**config.mk**
```make
export PLATFORM = sky130hd
export DESIGN_NAME = pfs_supervisor
export DESIGN_NICKNAME = d
export VERILOG_FILES = /design/src/rtl/pfs_pkg.sv /design/src/rtl/pfs_debounce.sv /design/src/rtl/pfs_supervisor.sv
export SDC_FILE = /design/constraint.sdc
export NUM_CORES = 1
export LEC_CHECK = 0
export BUFFER_PORTS_ARGS = -buffer_cell sky130_fd_sc_hd__buf_2
export CAP_MARGIN = 25
export CORE_ASPECT_RATIO = 0.6
export CORE_UTILIZATION = 45
export DETAILED_ROUTE_END_ITERATION = 10
export PLACE_DENSITY = 0.62
export SYNTH_ARGS = -nofsm -noshare
export SYNTH_HDL_FRONTEND = slang
export SYNTH_SLANG_ARGS = --single-unit
```
**constraint.sdc**
```tcl
create_clock -name clk -period 2.6 [get_ports clk]
set_clock_uncertainty 0.2 [all_clocks]
set_input_delay 0.26 -clock clk [delete_from_list [all_inputs] [get_ports clk]]
set_output_delay 0.26 -clock clk [all_outputs]
set_load 0.05 [all_outputs]
```
**src/rtl/pfs_pkg.sv**
```systemverilog
// Package for the power supply fault supervisor.
// Assumes a 50 MHz system clock and a 32-bit Avalon-MM register bus.
package pfs_pkg;

  // Clock and timing base.
  localparam int CLK_HZ          = 50000000;
  localparam int TICK_US         = 1;
  localparam int TICK_CYCLES     = CLK_HZ / 1000000 * TICK_US;
  localparam int TICK_W          = 6;

  // Printed times, each in its own unit.
  localparam int PG_DELAY_MS     = 250;
  localparam int OFF_DELAY_US    = 2500;
  localparam int RETRY_DELAY_S   = 1;
  localparam int BLANK_MS        = 64;

  // The same times in microsecond ticks.
  localparam int PG_DELAY_TICKS  = PG_DELAY_MS * 1000 / TICK_US;
  localparam int OFF_DELAY_TICKS = OFF_DELAY_US / TICK_US;
  localparam int RETRY_TICKS     = RETRY_DELAY_S * 1000000 / TICK_US;
  localparam int BLANK_TICKS     = BLANK_MS * 1000 / TICK_US;
  localparam int TIMER_W         = 24;

  // Input filter length in clock cycles.
  localparam int DEB_CYCLES      = 16;
  localparam int DEB_W           = 5;

  // Filtered inputs, one bit per monitor.
  localparam int NUM_MON         = 12;
  localparam int MON_AUX_OV      = 0;
  localparam int MON_AUX_UV      = 1;
  localparam int MON_MAIN_OV     = 2;
  localparam int MON_MAIN_UV     = 3;
  localparam int MON_NEG_OV      = 4;
  localparam int MON_NEG_UV      = 5;
  localparam int MON_NEG_OFF     = 6;
  localparam int MON_SUPPLY_OV   = 7;
  localparam int MON_LOCKOUT     = 8;
  localparam int MON_GND_OPEN    = 9;
  localparam int MON_MAINS_OK    = 10;
  localparam int MON_PROGRAM_SELECT_SEL    = 11;

  // Programming word.
  localparam int PROGRAM_SELECT_W          = 32;
  localparam int OPT_LATCH_MODE  = 0;
  localparam int OPT_HYST_EN     = 1;

  // Register map, byte addresses.
  localparam logic [3:0] REG_STATUS  = 4'h0;
  localparam logic [3:0] REG_CONTROL = 4'h4;
  localparam logic [3:0] REG_PROGRAM_SELECT    = 4'h8;
  localparam logic [1:0] CONTROL_RST = 2'h0;
  localparam int CTL_FORCE_OFF   = 0;
  localparam int CTL_LATCH_MODE  = 1;

  // Comparator results as they arrive from the analog front end.
  typedef struct packed {
    logic progSelect;
    logic mainsOk;
    logic groundOpen;
    logic supplyLockout;
    logic supplyOv;
    logic negDisable;
    logic negUv;
    logic negOv;
    logic mainUv;
    logic mainOv;
    logic auxUv;
    logic auxOv;
  } pfs_mon_t;

  // Latched faults, also the low bits of the status register.
  typedef struct packed {
    logic uvBounce;
    logic uvLatch;
    logic mainOvLatch;
    logic supplyOvLatch;
    logic auxUvLatch;
    logic auxOvLatch;
  } pfs_fault_t;

  typedef enum logic [1:0] {UV_IDLE, UV_LATCHED, UV_RETRY} pfs_uv_t;

endpackage

```
**src/rtl/pfs_debounce.sv**
```systemverilog
// Input filter for one asynchronous level.
// Assumes the raw level may change at any time relative to clk.
`timescale 1ns/100ps
`default_nettype none
module pfs_debounce
  import pfs_pkg::*;
(
  // Clock and reset.
  input  wire logic clk,
  input  wire logic resetn,
  // Raw level and filtered result.
  input  wire logic rawIn,
  output var  logic filtered
);

  logic             syncA;
  logic             syncB;
  logic             syncC;
  logic [DEB_W-1:0] stableCount;

  // The new level counts only while the second and third stages agree.
  wire agree    = (syncB == syncC);
  wire differs  = agree && (syncC != filtered);
  wire countEnd = (stableCount == DEB_W'(DEB_CYCLES - 1));

  always_ff @(posedge clk) begin
    if (!resetn) begin
      syncA <= 1'b0;
      syncB <= 1'b0;
      syncC <= 1'b0;
    end else begin
      syncA <= rawIn;
      syncB <= syncA;
      syncC <= syncB;
    end
  end

  // A level must hold for the full count before it is accepted.
  always_ff @(posedge clk) begin
    if (!resetn) begin
      stableCount <= '0;
      filtered    <= 1'b0;
    end else if (!differs) begin
      stableCount <= '0;
    end else if (countEnd) begin
      stableCount <= '0;
      filtered    <= syncC;
    end else begin
      stableCount <= stableCount + DEB_W'(1);
    end
  end

endmodule
`default_nettype wire

```
**src/rtl/pfs_supervisor.sv**
```systemverilog
// Fault supervision and sequencing of a secondary-side supply housekeeper.
// Assumes comparator results arrive as asynchronous levels and software
// reaches the registers over Avalon-MM with waitrequest.
//
// Decided for this implementation: the address map and the Avalon-MM interface to the registers.
`timescale 1ns/100ps
`default_nettype none
module pfs_supervisor
  import pfs_pkg::*;
#(
  parameter int PG_TICKS    = PG_DELAY_TICKS,
  parameter int OFF_TICKS   = OFF_DELAY_TICKS,
  parameter int RETRY_COUNT = RETRY_TICKS,
  parameter int BLANK_COUNT = BLANK_TICKS
)
(
  // Clock and reset.
  input  wire logic                clk,
  input  wire logic                resetn,
  // Comparator results.
  input  wire pfs_mon_t            monitors,
  // Supply-on request pin, serial clock in programming mode.
  input  wire logic                supplyOnRequest,
  // Power good pin, open drain, serial data in programming mode.
  input  wire logic                powerGoodIn,
  output var  logic                powerGoodOut,
  output var  logic                powerGoodOe,
  // Converter controls.
  output var  logic                mainOffRequest,
  output var  logic                auxFaultDrive,
  output var  logic                auxLoopPullLow,
  output var  logic                mainsHystSinkEn,
  output var  logic [PROGRAM_SELECT_W-1:0]   programWord,
  // Avalon-MM slave.
  input  wire logic [3:0]          avsAddress,
  input  wire logic                avsRead,
  input  wire logic                avsWrite,
  input  wire logic [31:0]         avsWritedata,
  input  wire logic [3:0]          avsByteenable,
  output var  logic [31:0]         avsReaddata,
  output var  logic                avsWaitrequest
);

  logic [NUM_MON-1:0] rawMon;
  logic [NUM_MON-1:0] mon;
  logic               supplyOnFilt;

  // Every comparator result passes its own filter.
  assign rawMon = monitors;
  for (genvar i = 0; i < NUM_MON; i++) begin : g_filter
    pfs_debounce u_filter (
      .clk      (clk),
      .resetn   (resetn),
      .rawIn    (rawMon[i]),
      .filtered (mon[i])
    );
  end

  pfs_debounce u_supply_on (
    .clk      (clk),
    .resetn   (resetn),
    .rawIn    (supplyOnRequest),
    .filtered (supplyOnFilt)
  );

  wire lockout  = mon[MON_LOCKOUT];
  wire progMode = mon[MON_PROGRAM_SELECT_SEL];
  // Mains low is a brownout.
  wire mainsOk  = mon[MON_MAINS_OK];
  // Negative rail comparators count only while the pin is not pulled up.
  wire negOn    = !mon[MON_NEG_OFF];
  wire mainOv   = mon[MON_MAIN_OV] || (negOn && mon[MON_NEG_OV]);
  wire mainUv   = mon[MON_MAIN_UV] || (negOn && mon[MON_NEG_UV]);

  // Serial programming port, three-stage synchronisers.
  logic       clkS1;
  logic       clkS2;
  logic       clkS3;
  logic       serClk;
  logic       datS1;
  logic       datS2;
  logic       datS3;
  logic       serDat;

  always_ff @(posedge clk) begin
    if (!resetn) begin
      clkS1 <= 1'b0;
      clkS2 <= 1'b0;
      clkS3 <= 1'b0;
      datS1 <= 1'b0;
      datS2 <= 1'b0;
      datS3 <= 1'b0;
    end else begin
      clkS1 <= supplyOnRequest;
      clkS2 <= clkS1;
      clkS3 <= clkS2;
      datS1 <= powerGoodIn;
      datS2 <= datS1;
      datS3 <= datS2;
    end
  end

  wire clkAgree = (clkS2 == clkS3);
  wire datAgree = (datS2 == datS3);

  always_ff @(posedge clk) begin
    if (!resetn) begin
      serClk <= 1'b0;
      serDat <= 1'b0;
    end else begin
      if (clkAgree)
        serClk <= clkS3;
      if (datAgree)
        serDat <= datS3;
    end
  end

  wire serRise = progMode && clkAgree && clkS3 && !serClk;

  // Volatile programming memory, shifted in MSB first.
  always_ff @(posedge clk) begin
    if (!resetn || lockout) begin
      programWord <= '0;
    end else if (serRise) begin
      programWord <= {programWord[PROGRAM_SELECT_W-2:0], serDat};
    end
  end

  // Software control register.
  logic [1:0] control;
  wire latchMode = programWord[OPT_LATCH_MODE] || control[CTL_LATCH_MODE];
  wire hystEn    = programWord[OPT_HYST_EN];

  // The pin is a clock in programming mode, so the request keeps its
  // last normal-mode value rather than toggling with the serial clock.
  logic onReq;
  logic onReqSeen;
  always_ff @(posedge clk) begin
    if (!resetn) begin
      onReq <= 1'b0;
    end else if (!progMode) begin
      onReq <= supplyOnFilt;
    end
  end

  // A supply-on cycle is a high followed by a return to low.
  wire onCycled = onReqSeen && !onReq;
  always_ff @(posedge clk) begin
    if (!resetn || lockout)
      onReqSeen <= 1'b0;
    else
      onReqSeen <= onReq;
  end

  // Microsecond tick divider.
  logic [TICK_W-1:0] tickDiv;
  wire tick = (tickDiv == TICK_W'(TICK_CYCLES - 1));
  always_ff @(posedge clk) begin
    if (!resetn || tick)
      tickDiv <= '0;
    else
      tickDiv <= tickDiv + TICK_W'(1);
  end

  // Blanking windows.
  logic [TIMER_W-1:0] auxBlankCnt;
  logic [TIMER_W-1:0] mainBlankCnt;
  logic               uvRestart;
  wire auxBlankDone  = (auxBlankCnt == TIMER_W'(BLANK_COUNT));
  wire mainBlankDone = (mainBlankCnt == TIMER_W'(BLANK_COUNT));
  wire mainEnabled   = mainsOk && !onReq;

  // Aux window runs from valid supply.
  always_ff @(posedge clk) begin
    if (!resetn || lockout)
      auxBlankCnt <= '0;
    else if (tick && !auxBlankDone)
      auxBlankCnt <= auxBlankCnt + TIMER_W'(1);
  end

  // Main window runs from valid mains with the converter enabled.
  always_ff @(posedge clk) begin
    if (!resetn || lockout || !mainEnabled || uvRestart)
      mainBlankCnt <= '0;
    else if (tick && !mainBlankDone)
      mainBlankCnt <= mainBlankCnt + TIMER_W'(1);
  end

  // Fault latches; a set in the clearing cycle wins.
  pfs_fault_t fault;
  logic       auxOvLatch;
  logic       auxUvLatch;
  logic       supplyOvLatch;
  logic       mainOvLatch;
  wire setAuxOv = mon[MON_AUX_OV];
  wire setAuxUv = mon[MON_AUX_UV] && auxBlankDone;
  wire setSupOv = mon[MON_SUPPLY_OV];
  wire mainUvEv = mainUv && mainBlankDone && mainsOk;

  always_ff @(posedge clk) begin
    if (!resetn) begin
      auxOvLatch    <= 1'b0;
      auxUvLatch    <= 1'b0;
      supplyOvLatch <= 1'b0;
    end else begin
      auxOvLatch    <= setAuxOv || (auxOvLatch && !lockout);
      auxUvLatch    <= setAuxUv || (auxUvLatch && !lockout);
      supplyOvLatch <= setSupOv || (supplyOvLatch && !lockout);
    end
  end

  // Main overvoltage has no blanking.
  always_ff @(posedge clk) begin
    if (!resetn)
      mainOvLatch <= 1'b0;
    else
      mainOvLatch <= mainOv || (mainOvLatch && !lockout && !onCycled);
  end

  // Main undervoltage: latch or bounce restart.
  pfs_uv_t            uvState;
  logic [TIMER_W-1:0] retryCnt;
  wire retryDone = (retryCnt == TIMER_W'(RETRY_COUNT));
  wire uvClear   = lockout || onCycled;

  always_ff @(posedge clk) begin
    if (!resetn) begin
      uvState   <= UV_IDLE;
      retryCnt  <= '0;
      uvRestart <= 1'b0;
    end else begin
      uvRestart <= 1'b0;
      unique case (uvState)
        UV_IDLE: begin
          retryCnt <= '0;
          if (mainUvEv)
            uvState <= latchMode ? UV_LATCHED : UV_RETRY;
        end
        UV_LATCHED: begin
          if (uvClear)
            uvState <= UV_IDLE;
        end
        UV_RETRY: begin
          if (uvClear) begin
            uvState <= UV_IDLE;
          end else if (retryDone) begin
            uvState   <= UV_IDLE;
            uvRestart <= 1'b1;
          end else if (tick) begin
            retryCnt <= retryCnt + TIMER_W'(1);
          end
        end
      endcase
    end
  end

  // One driver for the whole fault word keeps the status bits coherent.
  assign fault = {uvState == UV_RETRY, uvState == UV_LATCHED, mainOvLatch,
                  supplyOvLatch, auxUvLatch, auxOvLatch};

  // Turn-off delay after a recognised supply-on request.
  logic [TIMER_W-1:0] offCnt;
  wire offDone = (offCnt == TIMER_W'(OFF_TICKS));
  always_ff @(posedge clk) begin
    if (!resetn || !onReq)
      offCnt <= '0;
    else if (tick && !offDone)
      offCnt <= offCnt + TIMER_W'(1);
  end

  // Power good delay once every rail is above its limit.
  wire anyFault = (|fault) || mon[MON_GND_OPEN];
  wire allGood  = !mainUv && !mon[MON_AUX_UV] && mainsOk && !anyFault &&
                  !onReq && !lockout && mainBlankDone;
  logic [TIMER_W-1:0] pgCnt;
  wire pgDone = (pgCnt == TIMER_W'(PG_TICKS));
  always_ff @(posedge clk) begin
    if (!resetn || !allGood)
      pgCnt <= '0;
    else if (tick && !pgDone)
      pgCnt <= pgCnt + TIMER_W'(1);
  end

  // Output decode.
  wire next_mainOff  = lockout || (onReq && offDone) || anyFault ||
                       control[CTL_FORCE_OFF];
  wire next_auxFault = !lockout && (fault.auxOvLatch ||
                       fault.supplyOvLatch ||
                       mon[MON_GND_OPEN]);
  wire next_loopLow  = !lockout && fault.auxUvLatch;
  wire next_pg       = allGood && pgDone && !progMode;
  wire next_hyst     = !lockout && hystEn && !mainsOk;

  always_ff @(posedge clk) begin
    if (!resetn) begin
      mainOffRequest  <= 1'b1;
      auxFaultDrive   <= 1'b0;
      auxLoopPullLow  <= 1'b0;
      powerGoodOut    <= 1'b0;
      powerGoodOe     <= 1'b1;
      mainsHystSinkEn <= 1'b0;
    end else begin
      mainOffRequest  <= next_mainOff;
      auxFaultDrive   <= next_auxFault;
      auxLoopPullLow  <= next_loopLow;
      powerGoodOut    <= 1'b0;
      // Open drain: the pin is pulled low unless power is good, and is
      // released entirely in programming mode to act as data input.
      powerGoodOe     <= !next_pg && !progMode;
      mainsHystSinkEn <= next_hyst;
    end
  end

  // Avalon-MM slave with one wait cycle per access.
  wire        request  = avsRead || avsWrite;
  wire        accept   = request && !avsWaitrequest;
  wire        hitCtl   = (avsAddress == REG_CONTROL);
  wire [31:0] statusWord = {16'h0, 1'b0, uvState == UV_IDLE, progMode,
                            mainsOk, onReq, lockout, mainOffRequest,
                            powerGoodOe, 2'h0, fault};
  wire [31:0] readMux  = (avsAddress == REG_STATUS)  ? statusWord :
                         hitCtl                      ? {30'h0, control} :
                         (avsAddress == REG_PROGRAM_SELECT)    ? programWord :
                                                       32'h0;

  always_ff @(posedge clk) begin
    if (!resetn) begin
      avsWaitrequest <= 1'b1;
      avsReaddata    <= 32'h0;
    end else if (request && avsWaitrequest) begin
      avsWaitrequest <= 1'b0;
      avsReaddata    <= avsRead ? readMux : 32'h0;
    end else begin
      avsWaitrequest <= 1'b1;
    end
  end

  always_ff @(posedge clk) begin
    if (!resetn)
      control <= CONTROL_RST;
    else if (accept && avsWrite && hitCtl && avsByteenable[0])
      control <= avsWritedata[1:0];
  end

endmodule
`default_nettype wire

```
== After elaboration in Yosys (flattened, before gate mapping) ==
Cells that the tools add are included.

* Reductions and logical operators: 123
* Add/subtract/negate cells: 19
* Mux-type cells: 16
* Bitwise operators: 15
* Equality and inequality tests: 56

{| class="wikitable"
|+ Operator list
! cell !! number
|-
| 32-bit two-way mux || 4
|-
| 24-bit by 1-bit adder with 24-bit output (second input constant) || 5
|-
| 24-bit two-way mux || 3
|-
| 5-bit by 1-bit adder with 5-bit output (second input constant) || 13
|-
| 5-bit by 4-bit == test with 1-bit output (second input constant) || 13
|-
| 1-bit logical AND || 50
|-
| 24-bit by 16-bit == test with 1-bit output (second input constant) || 2
|-
| 24-bit case mux with 2 select lines || 1
|-
| 3-bit OR reduction || 14
|-
| 2-bit AND reduction || 13
|-
| 24-bit by 12-bit == test with 1-bit output (second input constant) || 1
|-
| 24-bit by 18-bit == test with 1-bit output (second input constant) || 1
|-
| 24-bit by 20-bit == test with 1-bit output (second input constant) || 1
|-
| 1-bit logical OR || 21
|-
| 1-bit zero test || 19
|-
| 1-bit inverter || 15
|-
| 1-bit == test || 14
|-
| 1-bit inequality test || 13
|-
| 2-bit two-way mux || 5
|-
| 2-bit inequality test (second input constant) || 5
|-
| 6-bit by 1-bit adder with 6-bit output (second input constant) || 1
|-
| 6-bit == test (second input constant) || 1
|-
| 2-bit case mux with 3 select lines || 1
|-
| 6-bit OR reduction || 1
|-
| other kinds (11) || 12
|}

* Register bits: 329

== Depth between registers and ports, before layout ==
* Word-level depth: 14
* Gate-level depth with buffers: 9
* Depth with buffers taken out: 7

== Cells and area by module ==
A second synthesis with hierarchy kept.

* Cells, all modules: 1551
* Area total of the unflattened synthesis: 13948.4 µm²

{| class="wikitable"
|+ By module, submodules not included
! module !! cells each !! sequential area each (µm²) !! area an instance (µm²) !! instances
|-
| pfs_supervisor || 1122 || 4304.1 || 9491.6 || 1
|-
| pfs_debounce || 33 || 180.2 || 342.8 || 13
|}

== Least setup slack after synthesis ==
No wires, ideal clock.

* Kind: register -> register
* From: reg mainBlankCnt[13]
* To: reg powerGoodOe
* Data required time: 2.269 ns
* Stages on the path, launching flop included: 8
* Data arrival time: 2.108 ns
* Buffers on the path: 2
* Setup slack: 0.161 ns
* Library setup time: 0.131 ns
* Cell sequence: dfxtp_1 -> nand4_2 -> or4b_1 -> buf_2 -> or4_4 -> buf_6 -> nor4_2 -> a21oi_1

* Word-level cells in the longest chain between the ends: 6

{| class="wikitable"
|+ Ends and longest elaborated chain
! what !! line !! text
|-
| from (decl) || pfs_supervisor.sv:167 || <nowiki>logic [TIMER_W-1:0] mainBlankCnt;</nowiki>
|-
| from (signal assigned) || pfs_supervisor.sv:186 || <nowiki>mainBlankCnt <= mainBlankCnt + TIMER_W'(1);</nowiki>
|-
| 24-bit by 16-bit == test with 1-bit output || pfs_supervisor.sv:170 || <nowiki>wire mainBlankDone = (mainBlankCnt == TIMER_W'(BLANK_COUNT));</nowiki>
|-
| 1-bit logical AND || pfs_supervisor.sv:274 || <nowiki>!onReq && !lockout && mainBlankDone;</nowiki>
|-
| 1-bit logical AND (2 in a row) || pfs_supervisor.sv:291 || <nowiki>wire next_pg = allGood && pgDone && !progMode;</nowiki>
|-
| 1-bit zero test || pfs_supervisor.sv:309 || <nowiki>powerGoodOe <= !next_pg && !progMode;</nowiki>
|-
| 1-bit logical AND || pfs_supervisor.sv:309 ||
|-
| to (signal assigned) || pfs_supervisor.sv:309 ||
|-
| to (decl) || pfs_supervisor.sv:27 || <nowiki>output var logic powerGoodOe,</nowiki>
|}

Every way passes these cells.
A chain may end at the register's enable or synchronous reset.

== Final worst setup path ==
* From: reg mainBlankCnt[14]
* To: reg powerGoodOe

Same word-level chain as after synthesis.

==> summary.md <==
| Metric | Value |
|---|---|
| Run status | `completed` |
| Post-Synth Simple-Gate Area | `25.6%` |
| TritonCTS buffer count | `31` |
| Xor/xnor cell area share of the yosys netlist | `5.73%` |
| Leakage component of the power | `5.89 nW` |
| Cell taking the most area after synthesis | `sky130_fd_sc_hd__dfxtp_1` |
| Horizontal die dimension | `229 um` |
| Cell at the root of the clock tree | `sky130_fd_sc_hd__clkbuf_16` |
| Synth Area in Compound Gates | `roughly an eighth` |
| Actual transition at the worst max-transition pin | `0.893 ns` |
| Num rows | `49` |
| Number of inserted diodes | `0` |
| Yosys warning count | `0` |
| Number of nets with antenna violations after detailed routing | `0` |
| Number of global-route vias before repair | `10300` |
| Number of DRC markers in iteration 0 | `around 740` |
| Multi-input combinational cell area | `approximately 7000 um^2` |
| RePlAce Congestion | `0.822` |
| Cell Count, Final, Fillers Out | `between 2000 and 2500` |
| Syn Std Cell Area | `around 14000 um^2` |
| TritonCTS clock tree | `done` |
| Number of nets in the finished design | `1823` |
| Pin count of the biggest net entering global routing | `110` |
| Slowest cell on the critical path | `sky130_fd_sc_hd__or4b_1` |
| Wire length reported by the detailed router | `30.8 mm` |
| Antenna violations before repair | `0` |
| Sequential share of the synthesized area | `47.3%` |
| Post-synth cell types | `56` |
| Category of the worst setup path launch point | `flip-flop` |
| Wire length per cell | `14.3 um` |
| Number of flops mapped to enable cells by yosys | `0` |
| Area inside the core boundary | `30200 um^2` |
| Maximum VDD drop | `484 uV` |
| Overall track demand over capacity in global routing | `19.3%` |
| Worst setup EP type | `flip-flop` |
| Post-synthesis net count | `roughly 1700` |
| Total negative slack | `0 ns` |
| Gate Count Post-Synth | `1596` |
| Power density normalized to cell area | `598 nW/um^2` |
| CTS clock-pin slew for the worst setup and hold paths | `~0.07 ns` |
| Final critical delay including setup and external delays | `2.45 ns` |
| Top cells by area in the synthesized netlist | `sky130_fd_sc_hd__dfxtp_1 47%, sky130_fd_sc_hd__nand2_1 4.9%, sky130_fd_sc_hd__nor2_1 4.4%` |
| Number of hold violations in the final report | `0` |
| Max-slew violation count | `0` |
| Delay of the slowest cell on the worst path | `0.61 ns` |
| Number of H-tree branching levels | `1` |
| Setup slack after layout | `0.153 ns` |
| Total gr overflow | `0` |
| Launch point of the critical path | `mainBlankCnt[14]` |
| Critical path cell sequence | `nand4_2 > or4b_1 > or4_4 > nor4_2 > a21oi_1` |
| Floorplan die height | `138 um` |
| Skew-Pair Late Insertion Delay | `0.56 ns` |
| Maximum buffer depth of the clock tree | `3` |
| Max cap viols | `0` |
| Number of vias per cell after detailed routing | `roughly 5.2` |
| Hold Crit Depth | `4` |
| Slew headroom | `about two fifths` |
| Number of inserted filler cells in the final layout | `2777` |
| First drt pass iteration count | `5` |
| Setup repair after global routing missed its margin | `false` |
| Proportion of netlist area held by the largest area contributor | `47.3%` |
| Cell total after placement | `2073` |
| Routed via count | `11300` |
| Start of the worst register-to-register path | `mainBlankCnt[14]` |
| IO buf count | `94` |
| Asr flop ratio synth | `0%` |
| Critical path peak fanout | `5` |
| Share of cells above drive strength 1 | `between 10% and 20%` |
| Achievable clock frequency | `409 MHz` |
| Dominant register cell in the synthesized netlist | `sky130_fd_sc_hd__dfxtp_1` |
| Remaining design rule violation count | `0` |
| Post-Syn Area per Cell | `8.72 um^2` |
| Stages on worst setup path | `5` |
| Dominant combinational cell family by area after synthesis | `simple AND/OR/NAND/NOR gates` |
| Count of clock tree sinks | `between 300 and 400` |
| Initial core utilization | `a little under half` |
| Register area | `6590 um^2` |
| Share of cell area taken by muxes after synthesis | `1.51%` |
| Startpoint of the most critical hold path | `avsRead` |
| Critical path class | `flip-flop to flip-flop` |
| Cell family contributing the most delay on the critical path | `simple AND/OR/NAND/NOR gates` |
| Required time at the worst-slack endpoint | `2.84 ns` |
| Post-placement worst setup slack | `around 0.097 ns` |
| Die area | `31700 um^2` |
| Count of buffer and inverter cells on the critical path | `0` |
| Global-route wire length before repair | `51.8 mm` |
| Layout area overhead | `16.9%` |
| Worst EP arrival | `2.68 ns` |
| Share of the cycle needed by the critical path after routing | `94.1%` |
| Final setup violation count | `0` |
| Worst reg2reg path depth | `5` |
| Synthesized-area fraction occupied by adder cells | `3.69%` |
| Min-delay worst type | `primary input to flip-flop` |
| DP Wirelength | `between 20 and 25 mm` |
| Number of synthesized register bits | `329` |
| I/O pin count | `129` |
-- worst min-delay path, delay by kind of cell --
family	cells	cell delay, ns
compound gates	3	0.43
buf+inv	1	0.12
-- cells by family (layout without fill, tap and decap cells) --
family,Yosys count,in the layout
other,1,1
AND/OR/NAND/NOR,709,709
AO/OA/AOI/OAI,263,263
multiplexers,21,21
adder cells (fa/ha/maj),41,41
flip-flops,329,329
buffers and inverters,141,292
XOR/XNOR,91,91
-- area by class of cell --
class	instances	share of cell area, %
Sequential cell	329	40.5
Multi-Input combinational cell	1126	41.9
Inverter	71	1.64
Tap cell	408	3.14
Clock buffer	42	5.39
Timing Repair Buffer	165	6.74
Clock inverter	14	0.723
-- layout by cell type (no fill, tap or decap), types with 5 or more instances in the layout --
master / n
sky130_fd_sc_hd__dfxtp_1: 329
sky130_fd_sc_hd__nand2_1: 182
sky130_fd_sc_hd__nor2_1: 164
sky130_fd_sc_hd__buf_2: 93
sky130_fd_sc_hd__a21oi_1: 81
sky130_fd_sc_hd__inv_1: 71
sky130_fd_sc_hd__nand3_1: 68
sky130_fd_sc_hd__o21ai_0: 62
sky130_fd_sc_hd__xor2_1: 54
sky130_fd_sc_hd__and2_1: 49
sky130_fd_sc_hd__buf_4: 44
sky130_fd_sc_hd__nor2b_1: 41
sky130_fd_sc_hd__ha_1: 41
sky130_fd_sc_hd__xnor2_1: 37
sky130_fd_sc_hd__and3_1: 36
sky130_fd_sc_hd__nand4_1: 36
sky130_fd_sc_hd__clkbuf_16: 31
sky130_fd_sc_hd__or3_1: 27
sky130_fd_sc_hd__dlygate4sd3_1: 26
sky130_fd_sc_hd__nor4_1: 25
sky130_fd_sc_hd__mux2i_1: 21
sky130_fd_sc_hd__nor3_1: 19
sky130_fd_sc_hd__a22oi_1: 19
sky130_fd_sc_hd__a21boi_0: 17
sky130_fd_sc_hd__nand2b_1: 15
sky130_fd_sc_hd__o2111ai_1: 13
sky130_fd_sc_hd__o211ai_1: 12
sky130_fd_sc_hd__a21o_1: 11
sky130_fd_sc_hd__a222oi_1: 10
sky130_fd_sc_hd__nor4b_1: 9
sky130_fd_sc_hd__and4_1: 9
sky130_fd_sc_hd__a2111o_1: 9
sky130_fd_sc_hd__o21a_1: 8
sky130_fd_sc_hd__or4_1: 8
sky130_fd_sc_hd__clkinv_2: 8
sky130_fd_sc_hd__o31ai_1: 7
sky130_fd_sc_hd__clkbuf_8: 6
sky130_fd_sc_hd__clkbuf_1: 5
-- stage by stage --
step / area (um^2) / power [mW] / hold WS [ns] / util, %
final: 16300 / 9.73 / 0.119 / 53.9
after global routing: 16300 / 10.1 / 0.125 / 53.9
after CTS: 16300 / 9.84 / 0.0575 / 53.9
after detailed placement: 15000 / 5.39 / 0.219 / 49.8
after global placement: 15000 / 5.38 / 0.220 / 49.8
after floorplan: 13900 / 5.32 / 0.187 / -
-- metal layers --
metal / global-route usage [%] / wire length, um
met2: 27.5 / 12300
met1: 30.5 / 16700
met5: 0 / 0
met3: 2.89 / 1340
met4: 4.07 / 503
-- power by group --
group	leakage [nW]	total [mW]	switching, mW	internal [mW]
Clock	0.488	4.43	1.96	2.47
Sequential	2.66	5.10	0.0246	5.07
Combinational	2.75	0.204	0.117	0.0871
Total	5.89	9.73	2.10	7.63
-- path summary, 6_finish.rpt --
path / slack [ns] / endpoint
worst min register to register: 0.23 / g_filter[10].u_filter.syncB
worst min-delay path: 0.12 / avsReaddata[1]
worst max-delay path: 0.15 / powerGoodOe
worst max register to register: 0.15 / powerGoodOe
-- registers in the layout, indices dropped and copies added (netlist names), 2 cells and up --
register and count:
g_filter.u_filter.stableCount 60, avsReaddata 32, programWord 32, auxBlankCnt 24, mainBlankCnt 24, offCnt 24, pgCnt 24, retryCnt 24
g_filter.u_filter.filtered 12, g_filter.u_filter.syncA 12, g_filter.u_filter.syncB 12, g_filter.u_filter.syncC 12, tickDiv 6, u_supply_on.stableCount 5, control 2, uvState 2
-- cells in the mapped netlist, types with 3 or more instances --
| cell | instances |
|---|---|
| sky130_fd_sc_hd__nor2b_1 | 41 |
| sky130_fd_sc_hd__o31ai_1 | 7 |
| sky130_fd_sc_hd__and3_1 | 36 |
| sky130_fd_sc_hd__o211ai_1 | 12 |
| sky130_fd_sc_hd__buf_1 | 3 |
| sky130_fd_sc_hd__nor4_1 | 25 |
| sky130_fd_sc_hd__nand2_1 | 182 |
| sky130_fd_sc_hd__xor2_1 | 54 |
| sky130_fd_sc_hd__a21o_1 | 11 |
| sky130_fd_sc_hd__ha_1 | 41 |
| sky130_fd_sc_hd__or4_1 | 9 |
| sky130_fd_sc_hd__o21ai_0 | 62 |
| sky130_fd_sc_hd__and4_1 | 9 |
| sky130_fd_sc_hd__nor2_1 | 164 |
| sky130_fd_sc_hd__nand4b_1 | 4 |
| sky130_fd_sc_hd__nand2b_1 | 16 |
| sky130_fd_sc_hd__inv_1 | 71 |
| sky130_fd_sc_hd__clkbuf_1 | 62 |
| sky130_fd_sc_hd__buf_2 | 3 |
| sky130_fd_sc_hd__mux2i_1 | 21 |
| sky130_fd_sc_hd__xnor2_1 | 37 |
| sky130_fd_sc_hd__o2111ai_1 | 15 |
| sky130_fd_sc_hd__dfxtp_1 | 329 |
| sky130_fd_sc_hd__a2111o_1 | 9 |
| sky130_fd_sc_hd__nor3b_1 | 3 |
| sky130_fd_sc_hd__nand3_1 | 68 |
| sky130_fd_sc_hd__nor3_1 | 19 |
| sky130_fd_sc_hd__a21boi_0 | 17 |
| sky130_fd_sc_hd__nor4b_1 | 9 |
| sky130_fd_sc_hd__a21oi_1 | 81 |
| sky130_fd_sc_hd__and2_1 | 49 |
| sky130_fd_sc_hd__a222oi_1 | 10 |
| sky130_fd_sc_hd__a22oi_1 | 19 |
| sky130_fd_sc_hd__o21a_1 | 8 |
| sky130_fd_sc_hd__nand4_1 | 36 |
| sky130_fd_sc_hd__or3_1 | 27 |
-- timing repair --
item / 4_1_cts / 5_1_grt
hold buffers: 26 / 0
endpoints found under the hold margin: 21 / 0
gates resized for setup: 0 / 2
endpoints found under the setup margin: 0 / 8
buffers inserted: 0 / 0
No activity file was read; power rests on OpenSTA's default activity.
